--- src/design/host_port_defines.svh ---
// register offsets, field positions, reset values and widths of the host port
`ifndef HOST_PORT_DEFINES_SVH
`define HOST_PORT_DEFINES_SVH

`define REG_TOP_STATUS 8'hc1
`define REG_MASK 8'hc2
`define REG_DMA_CTRL 8'hc3
`define REG_FIFO_A 8'h00
`define REG_FIFO_B 8'h40

`define MASK_RESET 8'hff
`define DMA_CTRL_RESET 2'h0
`define DMA_SEL_A 0
`define DMA_SEL_B 1

`define STAT_SUB_LSB 0
`define STAT_SUB_MSB 5
`define STAT_AUX_PIN_0 6
`define STAT_AUX_PIN_1 7

`define INDIRECT_POINTER_SEL 1'b0
`define DMA_COUNT_W 7

`endif

--- src/design/host_port_pkg.sv ---
// types shared by the host port modules
package host_port_pkg;

    typedef enum logic [3:0] {
        STYLE_STRAP = 4'h1,
        STYLE_STROBE = 4'h2,
        STYLE_SPLIT = 4'h4,
        STYLE_MUX = 4'h8
    } bus_style_e;

    typedef enum logic [2:0] {
        RSEL_NONE = 3'h0,
        RSEL_STATUS = 3'h1,
        RSEL_MASK = 3'h2,
        RSEL_DMA = 3'h3,
        RSEL_FIFO = 3'h4,
        RSEL_EXT = 3'h5,
        RSEL_POINTER = 3'h6
    } read_sel_e;

    typedef struct packed {
        logic chan;
        logic [7:0] data;
    } fifo_word_s;

    typedef struct packed {
        logic [7:0] addr;
        logic [7:0] data;
        logic rd;
        logic wr;
    } ext_access_s;

endpackage

--- src/design/host_bus_port.sv ---
// parallel host port: bus styles, addressing, interrupt summary and dma requests
`timescale 1ns/1ns
`include "host_port_defines.svh"

module host_bus_port #(
    parameter int CNT_W = `DMA_COUNT_W
) (
    input wire logic clk, // clock
    input wire logic rst, // sync reset
    input wire logic bus_cs_n, // chip select
    input wire logic bus_rd_n, // read strobe or r/w level
    input wire logic bus_wr_n, // write or data strobe
    input wire logic bus_ale, // address latch pin, also style strap
    input wire logic [7:0] bus_addr, // address lines
    input wire logic [7:0] bus_data_in, // data or multiplexed address/data in
    output logic [7:0] bus_data_out, // read data
    output logic bus_data_oe, // data bus driven
    input wire logic addressing_mode_pin, // high: indirect
    input wire logic [1:0] mode_sel_pin, // mode straps
    output logic int_n, // interrupt request
    input wire logic [5:0] sub_pending, // sub-register pending
    input wire logic aux_irq_input_0, // aux irq, falling edge
    input wire logic aux_irq_input_1, // aux irq, falling edge
    input wire logic [1:0] dma_acknowledge_in_n, // acknowledge per channel
    output logic dma_tx_request_b, // channel B tx request
    output logic dma_rx_request_b, // channel B rx request
    output logic aux_pin_0_out, // A tx request
    output logic aux_pin_0_oe, // aux pin 0 driven
    input wire logic aux_pin_0_in, // aux pin 0 level
    output logic aux_pin_1_out, // A rx request
    output logic aux_pin_1_oe, // aux pin 1 driven
    input wire logic aux_pin_1_in, // aux pin 1 level
    output logic [1:0] iom_channel_sel, // strapped channel select
    input wire logic [1:0] tx_need_load, // tx burst announce
    input wire logic [1:0][CNT_W-1:0] tx_need_count, // tx burst length
    input wire logic [1:0] rx_need_load, // rx burst announce
    input wire logic [1:0][CNT_W-1:0] rx_need_count, // rx burst length
    output host_port_pkg::fifo_word_s tx_word, // word toward a tx fifo
    output logic tx_word_valid, // tx word valid
    input wire logic tx_word_ready, // tx fifo accepts
    input wire logic [1:0][7:0] rx_top, // top byte of each rx fifo
    output logic [1:0] rx_pop, // rx fifo advance pulse
    output host_port_pkg::ext_access_s ext_access, // other registers
    input wire logic [7:0] ext_rdata // other read data
);
    typedef struct packed {
        host_port_pkg::bus_style_e style;
        logic ale_prev;
        logic strobe_prev;
        logic [7:0] addr_latch;
        logic [7:0] pointer;
        logic [7:0] mask;
        logic [1:0] dma_sel;
        logic [1:0] aux_flag;
        logic [1:0] aux_prev;
        logic terminal;
        logic [1:0] chan_sel;
        logic int_n;
        host_port_pkg::read_sel_e rsel;
        logic rchan;
        logic [7:0] data_out;
        logic data_oe;
        logic [1:0] rx_pop;
        host_port_pkg::ext_access_s ext;
        host_port_pkg::fifo_word_s push_word;
        logic push_valid;
    } port_state_s;

    port_state_s st_reg;
    port_state_s st_next;

    logic buf_in_ready;
    logic [3:0] req;
    logic [3:0] chan_enable;
    logic [3:0] burst_load;
    logic [3:0][CNT_W-1:0] burst_count;
    logic [3:0] dma_cycle;
    logic [3:0] req_hold;

    // decoded access of the current cycle
    logic sel_any;
    logic is_read;
    logic strobe;
    logic start;
    logic dma_acknowledge_in_any;
    logic dma_acknowledge_in_chan;
    logic [7:0] eff_addr;
    logic [7:0] raw_status;
    logic [7:0] shown_status;
    logic fifo_hit;
    logic fifo_chan;
    logic [1:0] tx_cycle;
    logic [1:0] rx_cycle;
    logic [1:0] aux_fall;

    always_comb begin
        st_next = st_reg;
        dma_acknowledge_in_any = !dma_acknowledge_in_n[0] || !dma_acknowledge_in_n[1];
        dma_acknowledge_in_chan = dma_acknowledge_in_n[0];
        // ack overrides chip select
        sel_any = !bus_cs_n || dma_acknowledge_in_any;
        if (st_reg.style == host_port_pkg::STYLE_STROBE) begin
            strobe = sel_any && !bus_wr_n;
            is_read = bus_rd_n;
        end else begin
            strobe = sel_any && (!bus_rd_n || !bus_wr_n);
            is_read = !bus_rd_n;
        end
        if (st_reg.style == host_port_pkg::STYLE_STRAP) begin
            strobe = 1'b0;
        end
        start = strobe && !st_reg.strobe_prev;
        st_next.strobe_prev = strobe;

        // bus style from the latch pin
        st_next.ale_prev = bus_ale;
        case (st_reg.style)
            host_port_pkg::STYLE_STRAP: begin
                st_next.style = bus_ale ? host_port_pkg::STYLE_STROBE
                                        : host_port_pkg::STYLE_SPLIT;
            end
            host_port_pkg::STYLE_STROBE, host_port_pkg::STYLE_SPLIT: begin
                if (bus_ale != st_reg.ale_prev) begin
                    st_next.style = host_port_pkg::STYLE_MUX;
                end
            end
            host_port_pkg::STYLE_MUX: begin
                st_next.style = host_port_pkg::STYLE_MUX;
            end
            default: begin
                st_next.style = host_port_pkg::STYLE_STRAP;
            end
        endcase
        if (bus_ale) begin
            st_next.addr_latch = bus_data_in;
        end

        // direct or pointer address
        if (addressing_mode_pin) begin
            eff_addr = st_reg.pointer;
        end else if (st_reg.style == host_port_pkg::STYLE_MUX) begin
            eff_addr = st_reg.addr_latch;
        end else begin
            eff_addr = bus_addr;
        end
        fifo_hit = eff_addr == `REG_FIFO_A || eff_addr == `REG_FIFO_B;
        fifo_chan = eff_addr == `REG_FIFO_B;
        if (dma_acknowledge_in_any) begin
            fifo_hit = 1'b1;
            fifo_chan = dma_acknowledge_in_chan;
        end

        // status summary and mask
        aux_fall = st_reg.aux_prev & ~{aux_irq_input_1, aux_irq_input_0};
        st_next.aux_prev = {aux_irq_input_1, aux_irq_input_0};
        raw_status = {st_reg.aux_flag, sub_pending};
        shown_status = raw_status & ~st_reg.mask;
        st_next.int_n = shown_status == 8'h00;

        st_next.terminal = !mode_sel_pin[0];
        if (st_reg.terminal) begin
            st_next.chan_sel = 2'h0;
        end else begin
            st_next.chan_sel = {aux_pin_1_in, aux_pin_0_in};
        end

        // pulses fall back
        st_next.rx_pop = 2'h0;
        st_next.ext.rd = 1'b0;
        st_next.ext.wr = 1'b0;
        st_next.push_valid = 1'b0;
        st_next.data_oe = strobe && is_read;
        st_next.rsel = host_port_pkg::RSEL_NONE;
        tx_cycle = 2'h0;
        rx_cycle = 2'h0;

        if (start) begin
            if (addressing_mode_pin && !dma_acknowledge_in_any
                && bus_addr[0] == `INDIRECT_POINTER_SEL) begin
                if (is_read) begin
                    st_next.rsel = host_port_pkg::RSEL_POINTER;
                end else begin
                    st_next.pointer = bus_data_in;
                end
            end else if (fifo_hit) begin
                st_next.rchan = fifo_chan;
                if (is_read) begin
                    st_next.rsel = host_port_pkg::RSEL_FIFO;
                    st_next.rx_pop[fifo_chan] = 1'b1;
                    rx_cycle[fifo_chan] = 1'b1;
                end else if (buf_in_ready) begin
                    st_next.push_word.chan = fifo_chan;
                    st_next.push_word.data = bus_data_in;
                    st_next.push_valid = 1'b1;
                    tx_cycle[fifo_chan] = 1'b1;
                end
            end else if (eff_addr == `REG_TOP_STATUS) begin
                if (is_read) begin
                    st_next.rsel = host_port_pkg::RSEL_STATUS;
                end
            end else if (eff_addr == `REG_MASK) begin
                if (is_read) begin
                    st_next.rsel = host_port_pkg::RSEL_MASK;
                end else begin
                    st_next.mask = bus_data_in;
                end
            end else if (eff_addr == `REG_DMA_CTRL) begin
                if (is_read) begin
                    st_next.rsel = host_port_pkg::RSEL_DMA;
                end else begin
                    st_next.dma_sel = bus_data_in[1:0];
                end
            end else begin
                // registers outside this port
                st_next.ext.addr = eff_addr;
                st_next.ext.data = bus_data_in;
                st_next.ext.rd = is_read;
                st_next.ext.wr = !is_read;
                if (is_read) begin
                    st_next.rsel = host_port_pkg::RSEL_EXT;
                end
            end
        end

        // shown aux bits clear on the edge that captures them; a new edge wins
        if (st_reg.rsel == host_port_pkg::RSEL_STATUS) begin
            st_next.aux_flag = st_reg.aux_flag & st_reg.mask[`STAT_AUX_PIN_1:`STAT_AUX_PIN_0];
        end
        st_next.aux_flag = st_next.aux_flag | aux_fall;

        // read data two cycles after the access starts
        case (st_reg.rsel)
            host_port_pkg::RSEL_STATUS: begin
                st_next.data_out = shown_status;
            end
            host_port_pkg::RSEL_MASK: begin
                st_next.data_out = st_reg.mask;
            end
            host_port_pkg::RSEL_DMA: begin
                st_next.data_out = {6'h00, st_reg.dma_sel};
            end
            host_port_pkg::RSEL_FIFO: begin
                st_next.data_out = rx_top[st_reg.rchan];
            end
            host_port_pkg::RSEL_EXT: begin
                st_next.data_out = ext_rdata;
            end
            host_port_pkg::RSEL_POINTER: begin
                st_next.data_out = st_reg.pointer;
            end
            default: begin
                st_next.data_out = st_reg.data_out;
            end
        endcase
    end

    always_ff @(posedge clk) begin
        if (rst) begin
            st_reg <= '0;
            st_reg.style <= host_port_pkg::STYLE_STRAP;
            st_reg.mask <= `MASK_RESET;
            st_reg.dma_sel <= `DMA_CTRL_RESET;
            st_reg.aux_prev <= 2'h3;
            st_reg.int_n <= 1'b1;
            st_reg.terminal <= 1'b1;
            st_reg.rsel <= host_port_pkg::RSEL_NONE;
        end else begin
            st_reg <= st_next;
        end
    end

    // index bit0 direction (0 tx), bit1 channel
    always_comb begin
        for (int i = 0; i < 4; i++) begin
            if (i >= 2) begin
                chan_enable[i] = st_reg.dma_sel[`DMA_SEL_B];
            end else begin
                chan_enable[i] = st_reg.dma_sel[`DMA_SEL_A] && st_reg.terminal;
            end
            if (i % 2 == 0) begin
                burst_load[i] = tx_need_load[i/2];
                burst_count[i] = tx_need_count[i/2];
                dma_cycle[i] = tx_cycle[i/2];
                req_hold[i] = !buf_in_ready;
            end else begin
                burst_load[i] = rx_need_load[i/2];
                burst_count[i] = rx_need_count[i/2];
                dma_cycle[i] = rx_cycle[i/2];
                req_hold[i] = 1'b0;
            end
        end
    end

    for (genvar g = 0; g < 4; g++) begin : g_req
        dma_req_channel #(
            .CNT_W(CNT_W)
        ) u_req (
            .clk(clk),
            .rst(rst),
            .enable(chan_enable[g]),
            .hold(req_hold[g]),
            .load(burst_load[g]),
            .load_count(burst_count[g]),
            .cycle(dma_cycle[g]),
            .request(req[g])
        );
    end

    two_entry_buffer #(
        .WIDTH($bits(host_port_pkg::fifo_word_s))
    ) u_tx_buf (
        .clk(clk),
        .rst(rst),
        .in_data(st_reg.push_word),
        .in_valid(st_reg.push_valid),
        .in_ready(buf_in_ready),
        .out_data(tx_word),
        .out_valid(tx_word_valid),
        .out_ready(tx_word_ready)
    );

    assign bus_data_out = st_reg.data_out;
    assign bus_data_oe = st_reg.data_oe;
    assign int_n = st_reg.int_n;
    assign dma_tx_request_b = req[2];
    assign dma_rx_request_b = req[3];
    assign aux_pin_0_out = req[0];
    assign aux_pin_1_out = req[1];
    assign aux_pin_0_oe = st_reg.terminal;
    assign aux_pin_1_oe = st_reg.terminal;
    assign iom_channel_sel = st_reg.chan_sel;
    assign rx_pop = st_reg.rx_pop;
    assign ext_access = st_reg.ext;
endmodule // host_bus_port

--- src/design/two_entry_buffer.sv ---
// two-entry buffer with valid/ready on both sides
`timescale 1ns/1ns
module two_entry_buffer #(
    parameter int WIDTH = 9
) (
    input wire logic clk, // clock
    input wire logic rst, // sync reset
    input wire logic [WIDTH-1:0] in_data, // word in
    input wire logic in_valid, // word offered
    output logic in_ready, // room for a word
    output logic [WIDTH-1:0] out_data, // head word
    output logic out_valid, // head valid
    input wire logic out_ready // drain accepts
);
    typedef struct packed {
        logic [1:0][WIDTH-1:0] slot;
        logic [1:0] count;
    } buf_state_s;

    buf_state_s st_reg;
    buf_state_s st_next;
    logic push;
    logic pop;

    always_comb begin
        st_next = st_reg;
        pop = st_reg.count != 2'h0 && out_ready;
        push = in_valid && st_reg.count != 2'h2;
        if (pop) begin
            st_next.slot[0] = st_reg.slot[1];
        end
        if (push) begin
            if (st_reg.count == 2'h0 || (st_reg.count == 2'h1 && pop)) begin
                st_next.slot[0] = in_data;
            end else begin
                st_next.slot[1] = in_data;
            end
        end
        st_next.count = st_reg.count + {1'b0, push} - {1'b0, pop};
    end

    always_ff @(posedge clk) begin
        if (rst) begin
            st_reg <= '0;
        end else begin
            st_reg <= st_next;
        end
    end

    assign in_ready = st_reg.count != 2'h2;
    assign out_valid = st_reg.count != 2'h0;
    assign out_data = st_reg.slot[0];
endmodule // two_entry_buffer

--- src/design/dma_req_channel.sv ---
// one level-held dma request with its remaining cycle count
`timescale 1ns/1ns
`include "host_port_defines.svh"
module dma_req_channel #(
    parameter int CNT_W = `DMA_COUNT_W
) (
    input wire logic clk, // clock
    input wire logic rst, // sync reset
    input wire logic enable, // dma mode for this fifo
    input wire logic hold, // data path stalled
    input wire logic load, // fifo announces a burst
    input wire logic [CNT_W-1:0] load_count, // cycles in the burst
    input wire logic cycle, // a matching bus cycle started
    output logic request // request level
);
    typedef struct packed {
        logic [CNT_W-1:0] remaining;
        logic request;
    } req_state_s;

    req_state_s st_reg;
    req_state_s st_next;

    always_comb begin
        st_next = st_reg;
        if (!enable) begin
            st_next.remaining = '0;
        end else if (load) begin
            st_next.remaining = load_count;
        end else if (cycle && st_reg.remaining != '0) begin
            st_next.remaining = st_reg.remaining - 1'b1;
        end
        // held while owed and not on hold, dropped at last cycle
        st_next.request = st_next.remaining != '0 && !hold;
    end

    always_ff @(posedge clk) begin
        if (rst) begin
            st_reg <= '0;
        end else begin
            st_reg <= st_next;
        end
    end

    assign request = st_reg.request;
endmodule // dma_req_channel

--- config.mk ---
export PLATFORM = sky130hd
export DESIGN_NAME = host_bus_port
export DESIGN_NICKNAME = d
export VERILOG_FILES = /design/src/design/host_port_pkg.sv /design/src/design/host_bus_port.sv /design/src/design/two_entry_buffer.sv /design/src/design/dma_req_channel.sv
export VERILOG_INCLUDE_DIRS = /design/src /design/src/design
export SDC_FILE = /design/constraint.sdc
export NUM_CORES = 1
export LEC_CHECK = 0
export ABC_AREA = 1
export BUFFER_PORTS_ARGS = -buffer_cell sky130_fd_sc_hd__buf_2
export CORE_MARGIN = 4
export CORE_UTILIZATION = 58
export CTS_BUF_LIST = sky130_fd_sc_hd__clkbuf_8
export DETAILED_ROUTE_END_ITERATION = 7
export PLACE_DENSITY_LB_ADDON = 0.1
export SLEW_MARGIN = 0
export SYNTH_ARGS = -nofsm -noshare
export SYNTH_HDL_FRONTEND = slang
export SYNTH_HIERARCHICAL = 1
export SYNTH_SLANG_ARGS = --single-unit
--- constraint.sdc ---
create_clock -name clk -period 3.6 [get_ports clk]
set_input_delay 0.9 -clock clk [delete_from_list [all_inputs] [get_ports clk]]
set_output_delay 0.9 -clock clk [all_outputs]
set_load 0.01 [all_outputs]
==> impl_metrics.yaml <==
floorplanning:
  die_y_um: 123.5
  core_area_um2: 12820
  die_w_um: 123.5
  start_util_pct: 60.38
  dieArea_um2: 15260
  ioPinCount: 142
  rows: 41
min_path:
  worstHoldStart: "st_reg[48]$_SDFF_PP1_"
  hold_path.class: "reg2reg"
timing:
  relSlewSlack_pct: 47.49
  max_freq_mhz: 341.7
  fin_crit_ns: 2.927
  tightest_slew_ns: 0.7867
  timing.hold.ws_ns: 0.4471
  setup_tns_ns: 0
  rsz0062_at_grt: "no"
  slew_violations: 0
  finalHoldViolations: 0
  min_period_over_period_pct: 81.30
  setup_violations: 0
  clock_skew_ns: 0.009488
synth:
  ys_async_sr_fraction_pct: 0
  avgSynthCellArea_um2: 6.664
  netlist_area_um2: 7744
  yosysWarnings: 6
  synth_top_area_share_pct: 34.90
  synth_edf_count: 0
  synth.area.top_cells: "dfxtp_1 35%, nand2_1 12%, nor2_1 11%"
  ys.flop_type: "dfxtp_1"
  syn_inst: 1162
  ys_types: 45
  synth_top_area_cell: "dfxtp_1"
  yosysSeqAreaShare_pct: 34.90
  ys_ff_latch: 135
cells_and_area:
  nets: 1354
  layout-drive-gt1-share_pct: 19.54
  final_cell_mix: "248 x nand2_1, 217 x nor2_1, 140 x buf_2"
  fin_util_pct: 67.58
  final_common_cell: "nand2_1"
  largest_register_ff_count: 47
  nFillCells: 1223
  final_cell_area_um2: 8667
  antenna_cells: 0
  area_delta_synth_final_pct: 11.92
power:
  vdd_ir_drop_max_uv: 303.6
  total_power_mw: 3.867
  power.leakage_nw: 4.254
  p_per_area_nw_per_um2: 446.2
status:
  status: "completed"
drt:
  dr.pass1.iters: 5
  postRouteAntennaNets: 0
  vias: 7460
  postRouteWirelength_um: 18750
  routed_via_density: 5.195
  drt_iter0_markers: 655
  wl_per_cell_um: 13.06
  drc_errors: 0
run:
  maxCapViolations: 0
grt:
  grt_pass1_wl_um: 30870
  track_usage_pct: 25.34
  grt_pass1_vias: 6678
  grt_max_degree: 57
  grt_overflow: 0
  antenna_found_initial: 1
placed_design:
  dp_hpwl_um: 13850
  place_congestion: 0.9067
  placed_area_um2: 8190
  port_buffers: 140
cts:
  numCtsBuffers: 17
  cts.sinks: 135
  cts_resized: 0
  htree_levels: 4
  clk_pin_slew_ns: 0.08
  cts_tree: "built"
  ctsRootBufferMaster: "clkbuf_8"
  clock_path_buffers: 2
  postCtsSetupBuffers: 0
  hold_buffers: 0
  clock_latency_ns: 0.45
critical_path:
  crit_fanout: 14
  start_kind: "flop"
  worstSetupEndpointType: "flop"
  critPathKind: "reg2reg"
  startpoint: "st_reg[80]$_SDFFE_PP0P_"
  critPathMaxStageDelay_ns: 0.37
  r2r_start: "st_reg[80]$_SDFFE_PP0P_"
  crit_chain: "nor2_4, nand2_4, nand2_1, nand3_1, nand2_1, nand2_2, nor2_8, nand2_4, nand2_4, nand2_1, inv_1, nand2_1, nor2_1, buf_4, nand2_1, nand2_1, nand3_1, nand2_1, nand4_1, nor2_1, nor2_1"
  worstPathRequired_ns: 3.95
  worstPathBufferInverterCount: 2
  cp_slowest_cell: "dfxtp_1"
  cp.arrival_ns: 3.28
  crit_top_cell: "nand2_1"
  crit_family: "simple AND/OR/NAND/NOR gates"
## path summary, 6_finish.rpt
| path | cells after the start | end | slack (ns) |
|---|---|---|---|
| setup / recovery | 21 | g_req[3].u_req/request$_SDFF_PP0_ | 0.67 |
| hold reg to reg | 2 | raw_status[7]$_SDFF_PP0_ | 0.45 |
| hold / removal | 2 | raw_status[7]$_SDFF_PP0_ | 0.45 |
| setup reg to reg | 21 | g_req[3].u_req/request$_SDFF_PP0_ | 0.67 |
## logic make-up (layout without fill, tap and decap cells)
family / count (synthesis) / in the layout / share of synthesized area (%)
DFF: 135 / 135 / 34.90
AOI/OAI and AO/OA: 96 / 96 / 7.449
adders and majority gates: 9 / 9 / 1.454
xor gates and xnor gates: 7 / 7 / 0.7917
other: 1 / 2 / 0.04843
buffers and inverters: 222 / 323 / 13.98
and+or+nand+nor: 692 / 692 / 41.38
## area by class of cell
cell class	instances	area, um2	share of cell area [%]
multi-input combinational	806	3963	45.72
inverter	143	536.8	6.193
sequential	135	2703	31.18
clock inverter	14	229.0	2.642
tap	172	215.2	2.483
clock buffer	18	247.7	2.858
timing repair buffer	148	773.2	8.922
## Yosys cell counts (4+ instances only)
library cell  number
nand3_2           25
nand2_1          248
o21bai_1           6
buf_4             47
nor2_4             5
nand2_2            4
inv_1            135
inv_2              6
xnor2_1            5
ha_1               9
nor2_2            10
nand2_4            5
nor2_1           217
or2_2              4
a21oi_1           40
dfxtp_1          135
buf_1              5
nor3_1            10
nand4_1           25
buf_2              4
o21ai_0           33
a311oi_1           4
a2111o_1           4
clkbuf_1          14
buf_6              9
nand3_1          127
## where the power goes
group	total, mW	switching [mW]	internal, mW
clock network	1.51	0.597	0.908
logic	0.717	0.473	0.244
registers	1.65	0.0715	1.57
total	3.87	1.14	2.73
## per-stage QoR
step | setup slack, ns | instances
after floorplan | 0.5944 | 1163
after CTS | 0.7047 | 1436
after global routing | 0.3341 | 1436
after global placement | 0.3720 | 1404
final | 0.6733 | 1436
after detailed placement | 0.2914 | 1404
## worst register-to-register path, delay by kind of cell, from the launching register on
| family | cells | cell delay [ns] |
|---|---|---|
| buf+inv | 2 | 0.27 |
| flops | 1 | 0.37 |
| simple gates | 19 | 2.17 |
## metal layers
metal  vias up  track usage, %  share of wire [%]
met5         -               0              0.037
met4         2           8.720                1.9
met3        30           5.764                6.3
met2       226           39.96                 47
met1      3370           34.23                 45
li1       3832               -                  -
Note: power is estimated with default switching activity, not from simulation.
